[config.mk]
export PLATFORM = sky130hd
export DESIGN_NAME = gp_capture_timer
export DESIGN_NICKNAME = d
export VERILOG_FILES = /design/src/inc/gp_timer_pkg.sv /design/src/hw/gp_capture_timer.sv
export VERILOG_INCLUDE_DIRS = /design/src /design/src/inc
export SDC_FILE = /design/constraint.sdc
export NUM_CORES = 1
export LEC_CHECK = 0
export BUFFER_PORTS_ARGS = -buffer_cell sky130_fd_sc_hd__buf_2
export CAP_MARGIN = 20
export CORE_MARGIN = 10
export CORE_UTILIZATION = 51
export DETAILED_ROUTE_END_ITERATION = 16
export HOLD_SLACK_MARGIN = 0.03
export PLACE_DENSITY = 0.74
export SLEW_MARGIN = 20
export SYNTH_ARGS = -nofsm -noshare
export SYNTH_HDL_FRONTEND = slang
export SYNTH_SLANG_ARGS = --single-unit
[constraint.sdc]
create_clock -name i_clock -period 3.45 [get_ports i_clock]
set_clock_uncertainty 0.05 [all_clocks]
set_input_delay 0.345 -clock i_clock [delete_from_list [all_inputs] [get_ports i_clock]]
set_output_delay 0.345 -clock i_clock [all_outputs]
set_load 0.01 [all_outputs]
[src/inc/gp_timer_params.svh]
// register map, field positions, reset values and limits of the capture timer
// assumes byte addresses on a 32-bit register port
`ifndef GP_TIMER_PARAMS_SVH
`define GP_TIMER_PARAMS_SVH

// register byte addresses
`define GPT_ADDR_LOAD      32'hFFFF0320
`define GPT_ADDR_VALUE     32'hFFFF0324
`define GPT_ADDR_CONFIG    32'hFFFF0328
`define GPT_ADDR_IRQ_CLEAR 32'hFFFF032C
`define GPT_ADDR_CAPTURE   32'hFFFF0330
`define GPT_ADDR_STATUS    32'hFFFF0334
`define GPT_ADDR_MASK      32'hFFFF0338

// reset values
`define GPT_LOAD_RST       32'h00000000
`define GPT_VALUE_RST      32'hFFFFFFFF
`define GPT_CONFIG_RST     18'h00000
`define GPT_CAPTURE_RST    32'h00000000
`define GPT_MASK_RST       2'h1

// config field positions
`define GPT_CFG_CAPEN      17
`define GPT_CFG_EVSEL_MSB  16
`define GPT_CFG_EVSEL_LSB  12
`define GPT_CFG_CLK_MSB    11
`define GPT_CFG_CLK_LSB    9
`define GPT_CFG_UP         8
`define GPT_CFG_EN         7
`define GPT_CFG_PERIODIC   6
`define GPT_CFG_FMT_MSB    5
`define GPT_CFG_FMT_LSB    4
`define GPT_CFG_PRE_MSB    3
`define GPT_CFG_PRE_LSB    0
`define GPT_CFG_W          18

// status and mask bit positions
`define GPT_ST_TIMEOUT     0
`define GPT_ST_CAPTURE     1

// event select range and offset into the interrupt list
`define GPT_EVSEL_MAX      5'h19
`define GPT_EVSEL_OFFSET   6'h02

// digit group limits for the time formats
`define GPT_HUND_MAX       8'h63
`define GPT_MINSEC_MAX     8'h3B
`define GPT_HOUR23_MAX     8'h17
`define GPT_HOUR255_MAX    8'hFF

`endif

[src/inc/gp_timer_pkg.sv]
// types shared by the capture timer
// assumes the constants header is included alongside
package gp_timer_pkg;

    // counter format
    typedef enum logic [1:0] {
        FMT_BINARY = 2'h0,
        FMT_RSVD   = 2'h1,
        FMT_HR23   = 2'h2,
        FMT_HR255  = 2'h3
    } fmt_e;

    // count source
    typedef enum logic [2:0] {
        CS_CORE = 3'h0,
        CS_32K  = 3'h1,
        CS_PLL  = 3'h2,
        CS_PIN  = 3'h3
    } clk_sel_e;

endpackage : gp_timer_pkg

[src/hw/gp_capture_timer.sv]
// general purpose 32-bit capture timer with prescaler and time formats
// assumes a single 20 MHz clock, a strobe register port and
// interrupt lines that already run on i_clock
//
// Functional notes
// - format field picks binary or time layout
// - capture latches counter on selected event
// - capture fires on first assertion only
// - timeout pulse can start adc conversions
// - load register, read/write, resets to zero
// - value register read-only, resets all ones
// - config bit 17 enables event capture
// - event select value maps to line plus two
// - clock select: core, 32k, pll, pin
// - config bit 8 counts up, else down
// - config bit 7 enables counter, reset cleared
// - config bit 6 periodic, else free-running
// - prescale divides source by two to field
// - any write to clear register drops timeout flag, not capture
//
// Strobed register access was left to the implementer.
`timescale 1ns/1ps
`include "gp_timer_params.svh"

module gp_capture_timer (
    // clock and reset
    input  wire logic        i_clock,
    input  wire logic        i_srst,
    // register port
    input  wire logic [31:0] i_addr,
    input  wire logic [31:0] i_wdata,
    input  wire logic        i_wr,
    input  wire logic        i_rd,
    output logic      [31:0] o_rdata,
    // count sources from pins, asynchronous to i_clock
    input  wire logic        i_xtal_32k,
    input  wire logic        i_undivided_pll_clock,
    input  wire logic        i_external_count_pin,
    // system interrupt lines, synchronous to i_clock
    input  wire logic [27:0] i_irq_lines,
    // interrupt and conversion start
    output logic             o_irq,
    output logic             o_adc_start
);

    // one step of the time layout; bit 32 flags a full wrap
    // each byte is one digit group; a carry or borrow ripples upwards
    // only while the lower group wrapped, so one call covers a full step
    function automatic logic [32:0] time_step(input logic [31:0] v,
                                             input logic        up,
                                             input logic [7:0]  hmax);
        logic [31:0] r;
        logic [7:0]  lm;
        logic [7:0]  f;
        logic        c;
        r = v;
        c = 1'b1;
        for (int k = 0; k < 4; k++) begin
            lm = (k == 0) ? `GPT_HUND_MAX : ((k == 3) ? hmax : `GPT_MINSEC_MAX);
            f = v[8*k +: 8];
            if (c) begin
                if (up) begin
                    c = (f >= lm);
                    f = c ? 8'h00 : f + 8'h01;
                end else begin
                    c = (f == 8'h00);
                    f = c ? lm : f - 8'h01;
                end
            end
            r[8*k +: 8] = f;
        end
        return {c, r};
    endfunction : time_step

    logic [31:0]            load_ff;
    logic [31:0]            value_ff;
    logic [31:0]            cap_ff;
    logic [`GPT_CFG_W-1:0]  cfg_ff;
    logic [1:0]             stat_ff;
    logic [1:0]             mask_ff;
    logic [14:0]            pre_ff;
    logic                   line_prev_ff;
    logic                   adc_ff;
    logic [31:0]            rdata_ff;
    logic [2:0]             s1_ff;
    logic [2:0]             s2_ff;
    logic [2:0]             s3_ff;
    logic [2:0]             flt_ff;
    logic [2:0]             rise;

    // address decode
    wire wr_load = i_wr && (i_addr == `GPT_ADDR_LOAD);
    wire wr_cfg  = i_wr && (i_addr == `GPT_ADDR_CONFIG);
    wire wr_clr  = i_wr && (i_addr == `GPT_ADDR_IRQ_CLEAR);
    wire wr_mask = i_wr && (i_addr == `GPT_ADDR_MASK);
    wire rd_stat = i_rd && (i_addr == `GPT_ADDR_STATUS);

    // config fields
    wire        cap_en   = cfg_ff[`GPT_CFG_CAPEN];
    wire [4:0]  ev_sel   = cfg_ff[`GPT_CFG_EVSEL_MSB:`GPT_CFG_EVSEL_LSB];
    wire [2:0]  clk_sel  = cfg_ff[`GPT_CFG_CLK_MSB:`GPT_CFG_CLK_LSB];
    wire        cnt_up   = cfg_ff[`GPT_CFG_UP];
    wire        cnt_en   = cfg_ff[`GPT_CFG_EN];
    wire        periodic = cfg_ff[`GPT_CFG_PERIODIC];
    wire [1:0]  fmt      = cfg_ff[`GPT_CFG_FMT_MSB:`GPT_CFG_FMT_LSB];
    wire [3:0]  presc    = cfg_ff[`GPT_CFG_PRE_MSB:`GPT_CFG_PRE_LSB];

    // pin sources: three stages, a rise counts once stages two and three agree
    // a pin with a period under four i_clock cycles will lose edges
    genvar gi;
    generate
        for (gi = 0; gi < 3; gi++) begin : g_sync
            always_ff @(posedge i_clock) begin
                if (i_srst) begin
                    s2_ff[gi]  <= 1'b0;
                    s3_ff[gi]  <= 1'b0;
                    flt_ff[gi] <= 1'b0;
                end else begin
                    s2_ff[gi]  <= s1_ff[gi];
                    s3_ff[gi]  <= s2_ff[gi];
                    flt_ff[gi] <= (s2_ff[gi] == s3_ff[gi]) ? s3_ff[gi] : flt_ff[gi];
                end
            end
            assign rise[gi] = s2_ff[gi] && s3_ff[gi] && !flt_ff[gi];
        end
    endgenerate

    // first stage has no reset so it only feeds stage two
    always_ff @(posedge i_clock) begin
        s1_ff <= {i_external_count_pin, i_undivided_pll_clock, i_xtal_32k};
    end

    // source select; reserved codes give no ticks
    wire src_tick = (clk_sel == gp_timer_pkg::CS_CORE) ? 1'b1 :
                    (clk_sel == gp_timer_pkg::CS_32K)  ? rise[0] :
                    (clk_sel == gp_timer_pkg::CS_PLL)  ? rise[1] :
                    (clk_sel == gp_timer_pkg::CS_PIN)  ? rise[2] : 1'b0;

    // prescaler: divide by two to the power of the field
    // counts source ticks only, so a slow pin source is divided as well
    wire [14:0] pmask    = 15'((16'h0001 << presc) - 16'h0001);
    wire        pre_hit  = (pre_ff & pmask) == pmask;
    wire        cnt_tick = cnt_en && src_tick && pre_hit;
    wire [14:0] nxt_pre  = !cnt_en ? 15'h0000 :
                           (src_tick ? (pre_hit ? 15'h0000 : pre_ff + 15'h0001) : pre_ff);

    // next count in either layout; reserved format counts as binary
    wire        time_fmt = (fmt == gp_timer_pkg::FMT_HR23) ||
                           (fmt == gp_timer_pkg::FMT_HR255);
    wire [7:0]  hour_max = (fmt == gp_timer_pkg::FMT_HR23) ?
                           `GPT_HOUR23_MAX : `GPT_HOUR255_MAX;
    wire [32:0] bin_up   = {1'b0, value_ff} + 33'h000000001;
    wire [32:0] bin_step = cnt_up ? bin_up :
                           {value_ff == 32'h00000000, value_ff - 32'h00000001};
    wire [32:0] tim_step = time_step(value_ff, cnt_up, hour_max);
    wire [32:0] step     = time_fmt ? tim_step : bin_step;
    wire        terminal = step[32];
    wire        timeout  = cnt_tick && terminal && !wr_load;
    wire [31:0] nxt_value = wr_load ? i_wdata :
                            (!cnt_tick ? value_ff :
                             ((terminal && periodic) ? load_ff : step[31:0]));

    // capture source, first assertion only
    // the previous level is tracked even while capture is off, so a line
    // already high at enable does not fire until it falls and rises again
    wire [5:0] ev_idx   = {1'b0, ev_sel} + `GPT_EVSEL_OFFSET;
    wire       sel_line = (ev_sel <= `GPT_EVSEL_MAX) ? i_irq_lines[ev_idx[4:0]] : 1'b0;
    wire       cap_fire = cap_en && sel_line && !line_prev_ff;

    // status: hardware set wins over read clear and clear-register write
    // the clear register touches only the timeout flag, capture stays
    wire [1:0] ev_set   = {cap_fire, timeout};
    wire [1:0] clr_bits = rd_stat ? 2'h3 : (wr_clr ? 2'h1 : 2'h0);
    wire [1:0] nxt_stat = (stat_ff & ~clr_bits) | ev_set;

    // read mux; unmapped and write-only addresses read zero
    // read data are registered and forced to zero outside an answer
    wire [31:0] rmux =
        (i_addr == `GPT_ADDR_LOAD)    ? load_ff :
        (i_addr == `GPT_ADDR_VALUE)   ? value_ff :
        (i_addr == `GPT_ADDR_CONFIG)  ? {14'h0000, cfg_ff} :
        (i_addr == `GPT_ADDR_CAPTURE) ? cap_ff :
        (i_addr == `GPT_ADDR_STATUS)  ? {30'h00000000, stat_ff} :
        (i_addr == `GPT_ADDR_MASK)    ? {30'h00000000, mask_ff} : 32'h00000000;

    // software registers
    always_ff @(posedge i_clock) begin
        if (i_srst) begin
            load_ff <= `GPT_LOAD_RST;
            cfg_ff  <= `GPT_CONFIG_RST;
            mask_ff <= `GPT_MASK_RST;
        end else begin
            load_ff <= wr_load ? i_wdata : load_ff;
            cfg_ff  <= wr_cfg ? i_wdata[`GPT_CFG_W-1:0] : cfg_ff;
            mask_ff <= wr_mask ? i_wdata[1:0] : mask_ff;
        end
    end

    // counter and prescaler
    // a load write takes effect at once, ahead of any tick in that cycle
    always_ff @(posedge i_clock) begin
        if (i_srst) begin
            value_ff <= `GPT_VALUE_RST;
            pre_ff   <= 15'h0000;
        end else begin
            value_ff <= nxt_value;
            pre_ff   <= nxt_pre;
        end
    end

    // capture, status and outputs
    always_ff @(posedge i_clock) begin
        if (i_srst) begin
            cap_ff       <= `GPT_CAPTURE_RST;
            line_prev_ff <= 1'b0;
            stat_ff      <= 2'h0;
            adc_ff       <= 1'b0;
            rdata_ff     <= 32'h00000000;
        end else begin
            cap_ff       <= cap_fire ? value_ff : cap_ff;
            line_prev_ff <= sel_line;
            stat_ff      <= nxt_stat;
            adc_ff       <= timeout;
            rdata_ff     <= i_rd ? rmux : 32'h00000000;
        end
    end

    assign o_rdata     = rdata_ff;
    assign o_adc_start = adc_ff;
    assign o_irq       = |(stat_ff & mask_ff);
endmodule : gp_capture_timer

==> metrics.log, run 1 <==
INFO  metric wl_per_cell = 19.7 µm
INFO  metric max_freq = just over 300 MHz
INFO  metric synth_compound_area_frac = 0.228
INFO  metric hold_viol_final = 0
INFO  metric synthXorXnorAreaFrac = 0.0273
INFO  metric cts-buffers-inserted = 17
INFO  metric internal_power_summed_over_all_cells = between 3000 and 4000 µW
INFO  metric detailed_place_hpwl = 24.6 mm
INFO  metric crit_path_max_fanout = 7
INFO  metric multi_input_comb_area = roughly 6400 µm²
INFO  metric fin_tns_setup = 0 ns
INFO  metric h-tree-depth = 4
INFO  metric finalCritPeriodShare = 0.941
INFO  metric antenna_cells_inserted = 0
INFO  metric grt_first_pass_wirelength = roughly 56 mm
INFO  metric clk_pin_slew_worst_paths = ~0.080 ns
INFO  metric reg2regPathDepth = 12
INFO  metric synth-main-ff-cell = sky130_fd_sc_hd__dfxtp_1
INFO  metric final_layout_size_suffix_gt1_frac = 0.199
INFO  metric synth_adder_area_share = 0.0236
INFO  metric filler_cell_count = 1825
INFO  metric critPathLaunchType = flip-flop
INFO  metric power.share.sequential = 0.500
INFO  metric synthCells = 1369
INFO  metric clockPowerShare = 0.452
INFO  metric share_of_the_yosys_chip_area_belonging_to_registers = 0.338
INFO  metric worstSetupPathType = reg2reg
INFO  metric synth_top_cells_by_area = sky130_fd_sc_hd__dfxtp_1, sky130_fd_sc_hd__nand2_1, sky130_fd_sc_hd__a21oi_1
INFO  metric antenna_found_initial = 0
INFO  metric final-instance-count-excl-fill = around 1800
INFO  metric synth.area.mux_share = 0.0745
INFO  metric synth_top_cell_by_area = sky130_fd_sc_hd__dfxtp_1
INFO  metric crit_required = approximately 3.8 ns
INFO  metric dp.cells = approximately 1700
INFO  metric worst_skew_pair.late_latency = 0.44 ns
INFO  metric setup.worst_path.end_class = flip-flop
INFO  metric ctsLongestPathBuffers = 2
INFO  metric route.detailed.drc = 0
INFO  metric drv_cap = 0
INFO  metric max_slew_margin = 0.396
INFO  metric sequential_cell_area = 3580 µm²
INFO  metric num_vias = about 11000
INFO  metric floorplan.die.width = 164 µm
INFO  metric mappedNetlistArea = about 11000 µm²
INFO  metric nNetsFinal = roughly 1600
INFO  metric gp_routability_congestion = 0.951
INFO  metric die_y = around 160 µm
INFO  metric finalSetupViolCount = 0
INFO  metric grt_usage = 0.254
INFO  metric post-place-ws = 0.258 ns
INFO  metric final_worst_setup_slack = a little over 0.2 ns
INFO  metric post_synth_num_cell_types = ~80
INFO  metric hold-path-cell-count = 3
INFO  metric first_iter_violations = roughly 1200
INFO  metric power.static_leakage = ~0.0049 µW
INFO  metric io_buffers = around 130
INFO  metric ant_nets = 0
INFO  metric avgViaCountPerCell = just over 6
INFO  metric fp.dieArea = 27000 µm²
INFO  metric main_combinational_cell_family_by_area_after_synthesis = simple AND/OR/NAND/NOR gates
INFO  metric clock_tree_from_tritoncts = yes
INFO  metric synth_simple_gate_area_frac = 0.251
INFO  metric vdd_ir_drop_max = approximately 0.34 mV
INFO  metric maxSlewViolCount = 0
INFO  metric io-pin-count = ~130
INFO  metric p_switching = roughly 1100 µW
INFO  metric synth_enable_flop_cells = 0
INFO  metric initial_util = 0.521
INFO  metric rsz0062_at_grt = no
INFO  metric outcome = finished clean
INFO  metric fp.coreArea = 20400 µm²
INFO  metric worst_slew_pin_slew = around 0.9 ns
INFO  metric synth.net_count = approximately 1500
INFO  metric grt_start_max_net_pins = 71
INFO  metric cts_post_setup_buffers_inserted = 0
INFO  metric arrival = between 3 and 4 ns
INFO  metric hold_path.class = in2reg
INFO  metric number_of_clock_sinks = roughly 180
INFO  metric synth_largest_type_area_fraction = 0.338
INFO  metric async_reset_ff_frac = 0
INFO  metric power.switching_fraction = 0.254
INFO  metric drtPass1Iterations = 6
INFO  metric number_of_global_route_vias_before_repair = approximately 11000
INFO  metric ys_seq_elements = 179
INFO  metric share_comb_of_total_power = 0.047
INFO  metric totalPowerFinal = between 4000 and 5000 µW
INFO  metric grt.overflow.total = 0
INFO  metric fp-row-count = 52
INFO  metric final_worst_path_period_need = ~3.2 ns
INFO  metric drt-total-wl = approximately 35 mm
INFO  metric area_delta_synth_final = 16.8%
INFO  metric synth_area_per_cell = slightly below 8 µm²
INFO  metric power_per_cell_area = 336 nW/µm²
INFO  metric yosys_warnings = 0
INFO  metric clock_tree.root_cell = sky130_fd_sc_hd__clkbuf_16
-- path summary, 6_finish.rpt --
check                                  from           end  slack (ns)
worst max-delay path            value_ff[8]  value_ff[10]        0.20
worst min register to register     s1_ff[1]      s2_ff[1]        0.39
worst max register to register  value_ff[8]  value_ff[10]        0.20
worst min-delay path            i_wdata[22]   load_ff[22]        0.10
-- cells in the mapped netlist, types with 6 or more instances --
cell type / instances
sky130_fd_sc_hd__dfxtp_1: 179
sky130_fd_sc_hd__nand2_1: 173
sky130_fd_sc_hd__nor2_1: 148
sky130_fd_sc_hd__a21oi_1: 126
sky130_fd_sc_hd__clkbuf_1: 98
sky130_fd_sc_hd__o21ai_0: 46
sky130_fd_sc_hd__nor3_1: 45
sky130_fd_sc_hd__nand3_1: 44
sky130_fd_sc_hd__inv_1: 36
sky130_fd_sc_hd__mux2i_1: 35
sky130_fd_sc_hd__nand4_1: 26
sky130_fd_sc_hd__mux2_2: 22
sky130_fd_sc_hd__o211ai_1: 22
sky130_fd_sc_hd__ha_1: 20
sky130_fd_sc_hd__a222oi_1: 18
sky130_fd_sc_hd__a22oi_1: 18
sky130_fd_sc_hd__xnor2_1: 18
sky130_fd_sc_hd__nand2b_1: 17
sky130_fd_sc_hd__or3_1: 17
sky130_fd_sc_hd__nor4_1: 16
sky130_fd_sc_hd__a211oi_1: 15
sky130_fd_sc_hd__a31oi_1: 15
sky130_fd_sc_hd__xor2_1: 15
sky130_fd_sc_hd__and3_1: 14
sky130_fd_sc_hd__a221oi_1: 12
sky130_fd_sc_hd__o22ai_1: 11
sky130_fd_sc_hd__mux4_2: 8
sky130_fd_sc_hd__o311ai_0: 8
sky130_fd_sc_hd__a21o_1: 7
sky130_fd_sc_hd__buf_1: 7
sky130_fd_sc_hd__nor2b_1: 7
sky130_fd_sc_hd__o21ai_1: 7
sky130_fd_sc_hd__or2_2: 7
sky130_fd_sc_hd__nor4b_1: 6
-- kinds of logic (layout without fill, tap and decap cells) --
| family | count (synthesis) | after routing |
|---|---|---|
| simple gates | 555 | 555 |
| compound gates | 364 | 364 |
| buf+inv | 152 | 282 |
| flops | 179 | 179 |
| fa+ha+maj | 20 | 20 |
| xor+xnor | 33 | 33 |
| mux | 66 | 66 |
-- sequential cells by signal, indices dropped and copies added, names as in the netlist --
signal        flops
cap_ff           32
cfg_ff           18
flt_ff            3
line_prev_ff      1
load_ff          32
mask_ff           2
o_adc_start       1
o_rdata          32
pre_ff           15
s1_ff             3
s2_ff             3
s3_ff             3
stat_ff           2
value_ff         32
-- cells in the final DEF, fill, tap and decap left out, types with 7 or more instances in the layout --
master,netlist,layout
sky130_fd_sc_hd__nor3_1,45,42
sky130_fd_sc_hd__buf_2,5,131
sky130_fd_sc_hd__xnor2_1,18,18
sky130_fd_sc_hd__nand4_1,26,26
sky130_fd_sc_hd__a221oi_1,12,12
sky130_fd_sc_hd__xor2_1,15,15
sky130_fd_sc_hd__mux2_2,22,22
sky130_fd_sc_hd__nand2_1,173,173
sky130_fd_sc_hd__a222oi_1,18,18
sky130_fd_sc_hd__o311ai_0,8,8
sky130_fd_sc_hd__o22ai_1,11,11
sky130_fd_sc_hd__nand3_1,44,44
sky130_fd_sc_hd__mux4_2,8,8
sky130_fd_sc_hd__or3_1,17,17
sky130_fd_sc_hd__a22oi_1,18,18
sky130_fd_sc_hd__or2_2,7,7
sky130_fd_sc_hd__o211ai_1,22,22
sky130_fd_sc_hd__nor4_1,16,16
sky130_fd_sc_hd__a21oi_1,126,126
sky130_fd_sc_hd__nand2b_1,17,17
sky130_fd_sc_hd__nor2b_1,7,7
sky130_fd_sc_hd__and3_1,14,14
sky130_fd_sc_hd__ha_1,20,20
sky130_fd_sc_hd__mux2i_1,35,35
sky130_fd_sc_hd__inv_1,36,36
sky130_fd_sc_hd__nor2_1,148,148
sky130_fd_sc_hd__clkbuf_16,0,17
sky130_fd_sc_hd__a211oi_1,15,15
sky130_fd_sc_hd__o21ai_1,7,7
sky130_fd_sc_hd__a21o_1,7,7
sky130_fd_sc_hd__a31oi_1,15,15
sky130_fd_sc_hd__o21ai_0,46,46
sky130_fd_sc_hd__buf_4,1,75
sky130_fd_sc_hd__dfxtp_1,179,179
-- repair_timing --
action / 4_1_cts / 5_1_grt
hold buffers: 3 / 0
resized for setup: 0 / 2
endpoints found under the hold margin: 3 / 0
setup endpoints to repair: 0 / 6
-- area by class of cell --
type                            count  area share
Clock buffer                       18      0.0347
Sequential cell                   179       0.289
Multi-Input combinational cell   1038       0.520
Inverter                           37      0.0112
Timing Repair Buffer              213       0.107
Clock inverter                     14     0.00990
Tap cell                          270      0.0273
-- layer usage --
| layer | share of wire | track usage | vias to the layer above |
|---|---|---|---|
| met1 | 0.43 | 0.333 | 5233 |
| met2 | 0.47 | 0.415 | 499 |
| li1 | - | - | 5235 |
| met5 | 0 | 0 | - |
| met3 | 0.074 | 0.0443 | 66 |
| met4 | 0.023 | 0.0837 | 0 |
-- power by group through the flow --
stage / clock network (µW) / logic [µW] / registers [µW]
3_5_place_dp: 0 / 191 / 2130
4_1_cts: 1900 / 195 / 2080
5_1_grt: 1990 / 212 / 2080
3_3_place_gp: 0 / 189 / 2130
6_report: 1880 / 197 / 2080
2_1_floorplan: 0 / 87.0 / 2130
-- critical path: stages, from the launching register on --
cell and delay, ns:
sky130_fd_sc_hd__dfxtp_1 0.31, sky130_fd_sc_hd__inv_1 0.12, sky130_fd_sc_hd__ha_1 0.28, sky130_fd_sc_hd__nor4b_1 0.36, sky130_fd_sc_hd__buf_4 0.21, sky130_fd_sc_hd__nand4_1 0.09
sky130_fd_sc_hd__a21bo_2 0.26, sky130_fd_sc_hd__or4b_4 0.57, sky130_fd_sc_hd__a21o_1 0.29, sky130_fd_sc_hd__buf_4 0.21, sky130_fd_sc_hd__o211ai_1 0.13, sky130_fd_sc_hd__a22oi_1 0.12
sky130_fd_sc_hd__a21oi_1 0.17
-- through the flow --
stage	cell area, µm²	utilization	hold slack, ns
global placement	11800	0.579	0.365
finish	12400	0.608	0.101
CTS	12400	0.607	0.0968
detailed placement	11800	0.579	0.377
global route	12400	0.608	0.103
floorplan	10600	-	0.323
Power figures use the tool's default switching activity.
==> run 2: changes to the inputs <==
CORE_UTILIZATION = 45   (was 51)
PLACE_DENSITY = not set   (was 0.74)
clock period = 3.54 ns   (was 3.45 ns; I/O delays follow)
==> run 2 against run 1 <==
Setup slack better by 0.042 ns. Die area is 12% higher. Sequential power is 2% lower. Final cell count is 2.7% higher. Count of clock-buffer cells in the layout is 1 lower. First-iteration DRC count is 20% lower. Fmax is 1.5% lower. Core utilization is 7.2 points lower. Hold slack better by 0.0098 ns. Critical path depth is 2 lower. Clock power is 5% higher. Critical endpoint is now value_ff[22]. Highest routed layer unchanged.
==> metrics.log, run 2 (synthesis gave the netlist of run 1 again) <==
INFO  metric outcome = finished clean
INFO  metric gp_routability_congestion = 0.951 (about the same)
INFO  metric io_buffers = 132 (unchanged)
INFO  metric reg2regPathDepth = 10 (-2)
INFO  metric drv_cap = 0 (unchanged)
INFO  metric number_of_global_route_vias_before_repair = 10500 (-1.7%)
INFO  metric finalSetupViolCount = 0 (unchanged)
INFO  metric antenna_cells_inserted = 0 (unchanged)
INFO  metric worstSetupPathType = reg2reg
INFO  metric drt-total-wl = 36.5 mm (+5.0%)
INFO  metric clock_tree_from_tritoncts = yes
INFO  metric power.static_leakage = 0.00496 µW (+0.67%)
INFO  metric crit_path_max_fanout = 13 (+6)
INFO  metric totalPowerFinal = 4190 µW (+0.78%)
INFO  metric hold-path-cell-count = 3 (unchanged)
INFO  metric post-place-ws = 0.160 ns (-0.0973 ns)
INFO  metric arrival = 3.53 ns (-0.02 ns)
INFO  metric drtPass1Iterations = 6 (unchanged)
INFO  metric first_iter_violations = 946 (-20%)
INFO  metric setup.worst_path.end_class = flip-flop
INFO  metric final_worst_setup_slack = 0.245 ns (+0.0417 ns)
INFO  metric ant_nets = 0 (unchanged)
INFO  metric grt_start_max_net_pins = 80 (+13%)
INFO  metric mostFrequentLayoutCell = sky130_fd_sc_hd__dfxtp_1
INFO  metric max_freq = 303 MHz (-1.5%)
INFO  metric clk_pin_slew_worst_paths = 0.08 ns (about the same)
INFO  metric critPathLaunchType = flip-flop
INFO  metric worst_skew_pair.late_latency = 0.44 ns (about the same)
INFO  metric final_worst_path_period_need = 3.30 ns (+0.0483 ns)
INFO  metric cts-buffers-inserted = 17 (unchanged)
INFO  metric hold_viol_final = 0 (unchanged)
INFO  metric fp.coreArea = 23300 µm² (+15%)
INFO  metric num_vias = 10900 (-0.90%)
INFO  metric max_slew_margin = 0.362 (-0.0339)
INFO  metric floorplan.die.width = 173 µm (+5.7%)
INFO  metric grt_first_pass_wirelength = 58.4 mm (+3.8%)
INFO  metric power_per_cell_area = 335 nW/µm² (-0.23%)
INFO  metric wl_per_cell = 20.1 µm (+2.2%)
INFO  metric area_delta_synth_final = 18.0%
INFO  metric maxSlewViolCount = 0 (unchanged)
INFO  metric rsz0062_at_grt = no
INFO  metric fin_tns_setup = 0 ns (unchanged)
INFO  metric io-pin-count = 133 (unchanged)
INFO  metric crit_required = 3.78 ns (+0.02 ns)
INFO  metric h-tree-depth = 4 (unchanged)
INFO  metric final_layout_size_suffix_gt1_frac = 0.201 (+0.00147)
INFO  metric die_y = 173 µm (+5.7%)
INFO  metric antenna_found_initial = 0 (unchanged)
INFO  metric clock_tree.root_cell = sky130_fd_sc_hd__clkbuf_16
INFO  metric avgViaCountPerCell = 6.02 (-3.5%)
INFO  metric vdd_ir_drop_max = 0.262 mV (-23%)
INFO  metric detailed_place_hpwl = 26.2 mm (+6.3%)
INFO  metric worst_slew_pin_slew = 0.954 ns (+0.0507 ns)
INFO  metric hold_path.class = in2reg
INFO  metric grt_usage = 0.236 (-0.0181)
INFO  metric nNetsFinal = 1604 (-0.062%)
INFO  metric cts_post_setup_buffers_inserted = 0 (unchanged)
INFO  metric layout_common_cells = sky130_fd_sc_hd__dfxtp_1, sky130_fd_sc_hd__nand2_1, sky130_fd_sc_hd__nor2_1
INFO  metric initial_util = 0.454 (-0.0662)
INFO  metric finalCritPeriodShare = 0.931 (-0.0103)
INFO  metric ctsLongestPathBuffers = 2 (unchanged)
INFO  metric grt.overflow.total = 0 (unchanged)
INFO  metric final_core_area_utilization = 0.536 (-0.0720)
INFO  metric fp.dieArea = 30100 µm² (+12%)
INFO  metric fp-row-count = 56 (+7.7%)
INFO  metric number_of_clock_sinks = 179 (unchanged)
INFO  metric route.detailed.drc = 0 (unchanged)
-- run 2: changes by cell type in the layout (fill, tap and decap cells not counted), sizes merged --
cell / delta
clkinvlp: -3
clkbuf: -1
bufinv: +1
inv: +3
buf: -1
-- run 2: final cells by class --
class                      instances  area (µm²)
clock buffer                      17         425
sequential                       179        3580
multi-input combinational       1038        6450
inverter                          37         139
fill                            2267       10800
clock inverter                    15         180
timing repair buffer             212        1330
tap                              319         399
-- run 2: final timing paths --
| kind | start | end | slack, ns |
|---|---|---|---|
| setup / recovery | value_ff[16] | value_ff[22] | 0.24 |
| hold / removal | i_wdata[19] | load_ff[19] | 0.11 |
| setup reg to reg | value_ff[16] | value_ff[22] | 0.24 |
| hold reg to reg | s1_ff[1] | s2_ff[1] | 0.39 |
-- run 2: per-layer routing --
layer | global-route usage | part of all wire | vias to the layer above
li1 | - | - | 5232
met1 | 0.317 | 0.46 | 5260
met2 | 0.374 | 0.46 | 400
met3 | 0.0492 | 0.065 | 42
met4 | 0.0661 | 0.018 | 0
met5 | 0 | 0 | -
-- run 2: repair_timing --
item,in CTS,in global routing
endpoints found under the setup margin,0,10
gates resized for setup,0,4
endpoints found under the hold margin,3,0
hold buffers,3,0
-- run 2: metrics by stage --
step | hold WS, ns | std cells | cell area [µm²]
after floorplan | 0.332 | 1369 | 10600
after global placement | 0.367 | 1782 | 11900
final | 0.111 | 1817 | 12500
after global routing | 0.109 | 1817 | 12500
after CTS | 0.0933 | 1817 | 12500
after detailed placement | 0.379 | 1782 | 11900
-- run 2: report_power, final --
| group | internal [µW] | leakage [µW] | switching (µW) |
|---|---|---|---|
| clock network | 1020 | 0.000299 | 949 |
| logic | 79.1 | 0.00321 | 117 |
| registers | 2020 | 0.00145 | 7.35 |
-- run 2: worst max-delay path: stages, from the launching register on --
cell                      delay [ns]
sky130_fd_sc_hd__dfxtp_1        0.37
sky130_fd_sc_hd__inv_1          0.18
sky130_fd_sc_hd__ha_1           0.27
sky130_fd_sc_hd__nor4b_1        0.39
sky130_fd_sc_hd__nand4_1        0.14
sky130_fd_sc_hd__a21bo_2        0.26
sky130_fd_sc_hd__or4b_4         0.57
sky130_fd_sc_hd__a21o_2         0.36
sky130_fd_sc_hd__mux2_1         0.36
sky130_fd_sc_hd__o21ai_1        0.11
sky130_fd_sc_hd__a21oi_1        0.08
==> run 3: changes to the inputs <==
ABC_AREA = 1   (was not set)
==> run 3 against run 2 <==
Critical path type unchanged. Total power is 2.2% lower. Die area up 8.8%. Synthesized cell count is 40% higher. Largest power group unchanged. Combinational power down 20%. Design area is 4.8% higher. Core utilization shrank 1.8 points. Register-to-register slack improved by 0.37 ns. Sequential share of layout area is 1.3 points lower.
==> metrics.log, run 3 <==
INFO  metric drt-total-wl = 43.2 mm (+18%)
INFO  metric crit_required = 3.81 ns (+0.03 ns)
INFO  metric post_synth_num_cell_types = 48 (-41%)
INFO  metric grt.overflow.total = 0 (unchanged)
INFO  metric final_worst_setup_slack = 0.610 ns (+0.366 ns)
INFO  metric max_freq = 341 MHz (+12%)
INFO  metric area_delta_synth_final = 12.4%
INFO  metric num_vias = 12900 (+18%)
INFO  metric grt_usage = 0.257 (+0.0205)
INFO  metric ys_seq_elements = 179 (unchanged)
INFO  metric final_layout_size_suffix_gt1_frac = 0.131 (-0.0697)
INFO  metric layout_common_cells = sky130_fd_sc_hd__nand2_1, sky130_fd_sc_hd__nor2_1, sky130_fd_sc_hd__inv_1
INFO  metric drv_cap = 0 (unchanged)
INFO  metric power_per_cell_area = 313 nW/µm² (-6.7%)
INFO  metric power.share.sequential = 0.493 (+0.009)
INFO  metric r2r_start = value_ff[19]
INFO  metric outcome = finished clean
INFO  metric fp-row-count = 58 (+3.6%)
INFO  metric first_iter_violations = 1322 (+40%)
INFO  metric antenna_found_initial = 0 (unchanged)
INFO  metric max_slew_margin = 0.490 (+0.128)
INFO  metric io-pin-count = 133 (unchanged)
INFO  metric clockPowerShare = 0.469 (about the same)
INFO  metric crit_path_max_fanout = 34 (+21)
INFO  metric wl_per_cell = 18.5 µm (-7.9%)
INFO  metric share_comb_of_total_power = 0.038 (-0.009)
INFO  metric post_cts_resized = 0 (unchanged)
INFO  metric post-place-ws = 0.705 ns (+0.544 ns)
INFO  metric rsz0062_at_grt = no
INFO  metric synth_top_cell_by_area = sky130_fd_sc_hd__dfxtp_1
INFO  metric arrival = 3.20 ns (-0.33 ns)
INFO  metric h-tree-depth = 4 (unchanged)
INFO  metric floorplan.die.width = 181 µm (+4.3%)
INFO  metric finalCritPeriodShare = 0.828 (-0.103)
INFO  metric synthMostInstantiatedCell = sky130_fd_sc_hd__nand2_1
INFO  metric clock_tree.root_cell = sky130_fd_sc_hd__clkbuf_16
INFO  metric hold_path.class = in2reg
INFO  metric die_y = 181 µm (+4.3%)
INFO  metric power.switching_fraction = 0.259 (+0.00300)
INFO  metric finalSetupViolCount = 0 (unchanged)
INFO  metric antenna_cells_inserted = 0 (unchanged)
INFO  metric hold-path-cell-count = 3 (unchanged)
INFO  metric mostFrequentLayoutCell = sky130_fd_sc_hd__nand2_1
INFO  metric maxSlewViolCount = 0 (unchanged)
INFO  metric number_of_clock_sinks = 179 (unchanged)
INFO  metric ctsLongestPathBuffers = 2 (unchanged)
INFO  metric filler_cell_count = 2647 (+17%)
INFO  metric synth_enable_flop_cells = 0 (unchanged)
INFO  metric worst_skew_pair.late_latency = 0.44 ns (about the same)
INFO  metric grt_first_pass_wirelength = 69.0 mm (+18%)
INFO  metric clock_tree_from_tritoncts = yes
INFO  metric synthCells = 1910 (+40%)
INFO  metric internal_power_summed_over_all_cells = 3040 µW (-2.5%)
INFO  metric avgViaCountPerCell = 5.52 (-8.3%)
INFO  metric yosys_warnings = 0 (unchanged)
INFO  metric fp.dieArea = 32800 µm² (+8.8%)
INFO  metric synth.net_count = 2029 (+36%)
INFO  metric synth_top_cells_by_area = sky130_fd_sc_hd__dfxtp_1, sky130_fd_sc_hd__nand2_1, sky130_fd_sc_hd__nand3_1
INFO  metric ant_nets = 0 (unchanged)
INFO  metric synth_largest_type_area_fraction = 0.307 (-0.0308)
INFO  metric worst_slew_pin_slew = 0.764 ns (-0.190 ns)
INFO  metric setup.worst_path.end_class = flip-flop
INFO  metric final_worst_path_period_need = 2.93 ns (-0.366 ns)
INFO  metric vdd_ir_drop_max = 0.314 mV (+20%)
INFO  metric worstHoldStart = i_wdata[5]
INFO  metric worstSetupPathType = reg2reg
INFO  metric async_reset_ff_frac = 0 (unchanged)
INFO  metric hold_viol_final = 0 (unchanged)
INFO  metric cts_post_setup_buffers_inserted = 0 (unchanged)
INFO  metric fin_tns_setup = 0 ns (unchanged)
INFO  metric p_switching = 1060 µW (-1.0%)
INFO  metric grt_start_max_net_pins = 53 (-34%)
INFO  metric cell_types_with_the_highest_counts_after_synthesis = sky130_fd_sc_hd__nand2_1, sky130_fd_sc_hd__nor2_1, sky130_fd_sc_hd__inv_1, sky130_fd_sc_hd__dfxtp_1, sky130_fd_sc_hd__nand3_1
INFO  metric critPathLaunchType = flip-flop
INFO  metric r2r_slack = 0.61 ns (+0.37 ns)
INFO  metric gp_routability_congestion = 0.957 (+0.64%)
INFO  metric drtPass1Iterations = 6 (unchanged)
INFO  metric share_of_the_yosys_chip_area_belonging_to_registers = 0.307 (-0.0308)
INFO  metric initial_util = 0.460 (+0.00612)
INFO  metric clk_pin_slew_worst_paths = 0.08 ns (about the same)
INFO  metric synth-main-ff-cell = sky130_fd_sc_hd__dfxtp_1
INFO  metric detailed_place_hpwl = 32.7 mm (+25%)
INFO  metric totalPowerFinal = 4100 µW (-2.2%)
INFO  metric fp.coreArea = 25300 µm² (+8.5%)
INFO  metric cts-buffers-inserted = 17 (unchanged)
INFO  metric synth_area_per_cell = 6.11 µm² (-21%)
INFO  metric whs_endpoint = value_ff[5]
INFO  metric reg2regPathDepth = 10 (unchanged)
INFO  metric reg2reg_to = value_ff[1]
INFO  metric power.static_leakage = 0.00617 µW (+25%)
INFO  metric route.detailed.drc = 0 (unchanged)
INFO  metric mappedNetlistArea = 11700 µm² (+10%)
INFO  metric io_buffers = 132 (unchanged)
INFO  metric nNetsFinal = 2110 (+32%)
INFO  metric number_of_global_route_vias_before_repair = 12400 (+18%)
[run 3: cell types whose count changed after synthesis, sizes merged, moves of 40 or more]
| cell | delta |
|---|---|
| buf | +40 |
| clkbuf | -52 |
| inv | +168 |
| nand2 | +375 |
| nand3 | +124 |
| nor2 | +72 |
| o21ai | +78 |
[run 3: power groups by stage]
| stage | clock network, µW | logic, µW | registers [µW] |
|---|---|---|---|
| final | 1930 | 157 | 2020 |
| after global placement | 0 | 151 | 2070 |
| after CTS | 1950 | 155 | 2020 |
| after detailed placement | 0 | 152 | 2070 |
| after global routing | 2020 | 174 | 2020 |
| after floorplan | 0 | 62.3 | 2070 |
[run 3: worst max path at each step]
stage	from	to	slack, ns
CTS	value_ff[16]	value_ff[1]	0.69
global placement	cfg_ff[13]	cap_ff[24]	0.70
floorplan	cfg_ff[5]	value_ff[19]	1.09
global route	value_ff[19]	value_ff[24]	0.37
detailed placement	value_ff[16]	value_ff[1]	0.70
finish	value_ff[19]	value_ff[1]	0.61
[run 3: stage by stage]
stage | utilization | instance area [µm²] | hold slack (ns) | cells
2_1_floorplan | - | 11700 | 0.332 | 1910
3_3_place_gp | 0.492 | 12500 | 0.345 | 2299
3_5_place_dp | 0.492 | 12500 | 0.347 | 2299
4_1_cts | 0.518 | 13100 | 0.148 | 2334
5_1_grt | 0.518 | 13100 | 0.166 | 2334
6_report | 0.518 | 13100 | 0.162 | 2334
[run 3: metal layers]
layer  track usage  vias to the layer above  wire (µm)
met2         0.409                      512      19400
met5             0                        -          0
met1         0.346                     5906      19600
met3        0.0412                       69       3130
li1              -                     6391          -
met4        0.0830                        0       1060
[run 3: critical path: stages, from the launching register on]
cell,delay (ns)
sky130_fd_sc_hd__dfxtp_1,0.70
sky130_fd_sc_hd__nand2_1,0.31
sky130_fd_sc_hd__nor2_1,0.23
sky130_fd_sc_hd__a21oi_1,0.21
sky130_fd_sc_hd__nor2_1,0.25
sky130_fd_sc_hd__nand4_2,0.15
sky130_fd_sc_hd__nand2_4,0.19
sky130_fd_sc_hd__nand2_4,0.26
sky130_fd_sc_hd__or2_0,0.30
sky130_fd_sc_hd__o211ai_1,0.08
sky130_fd_sc_hd__nand2_1,0.07
[run 3: what timing repair did]
item / 4_1_cts / 5_1_grt
setup endpoints to repair: 0 / 0
hold buffers: 3 / 0
hold endpoints to repair: 3 / 0
[run 3: cell families (layout without fill, tap and decap cells)]
logic type,count (synthesis),in the layout,synth area share
simple gates,1051,1051,0.390
xor+xnor,21,21,0.0158
fa+ha+maj,20,20,0.0215
flops,179,179,0.307
buf+inv,309,403,0.109
compound gates,330,330,0.156
[run 3: cell type report]
type	instances	area [µm²]	share of cell area
Inverter	206	776	0.0592
Clock inverter	15	185	0.0141
Tap cell	330	413	0.0315
Sequential cell	179	3580	0.273
Multi-Input combinational cell	1422	6810	0.520
Timing Repair Buffer	165	916	0.0699
Clock buffer	17	425	0.0324
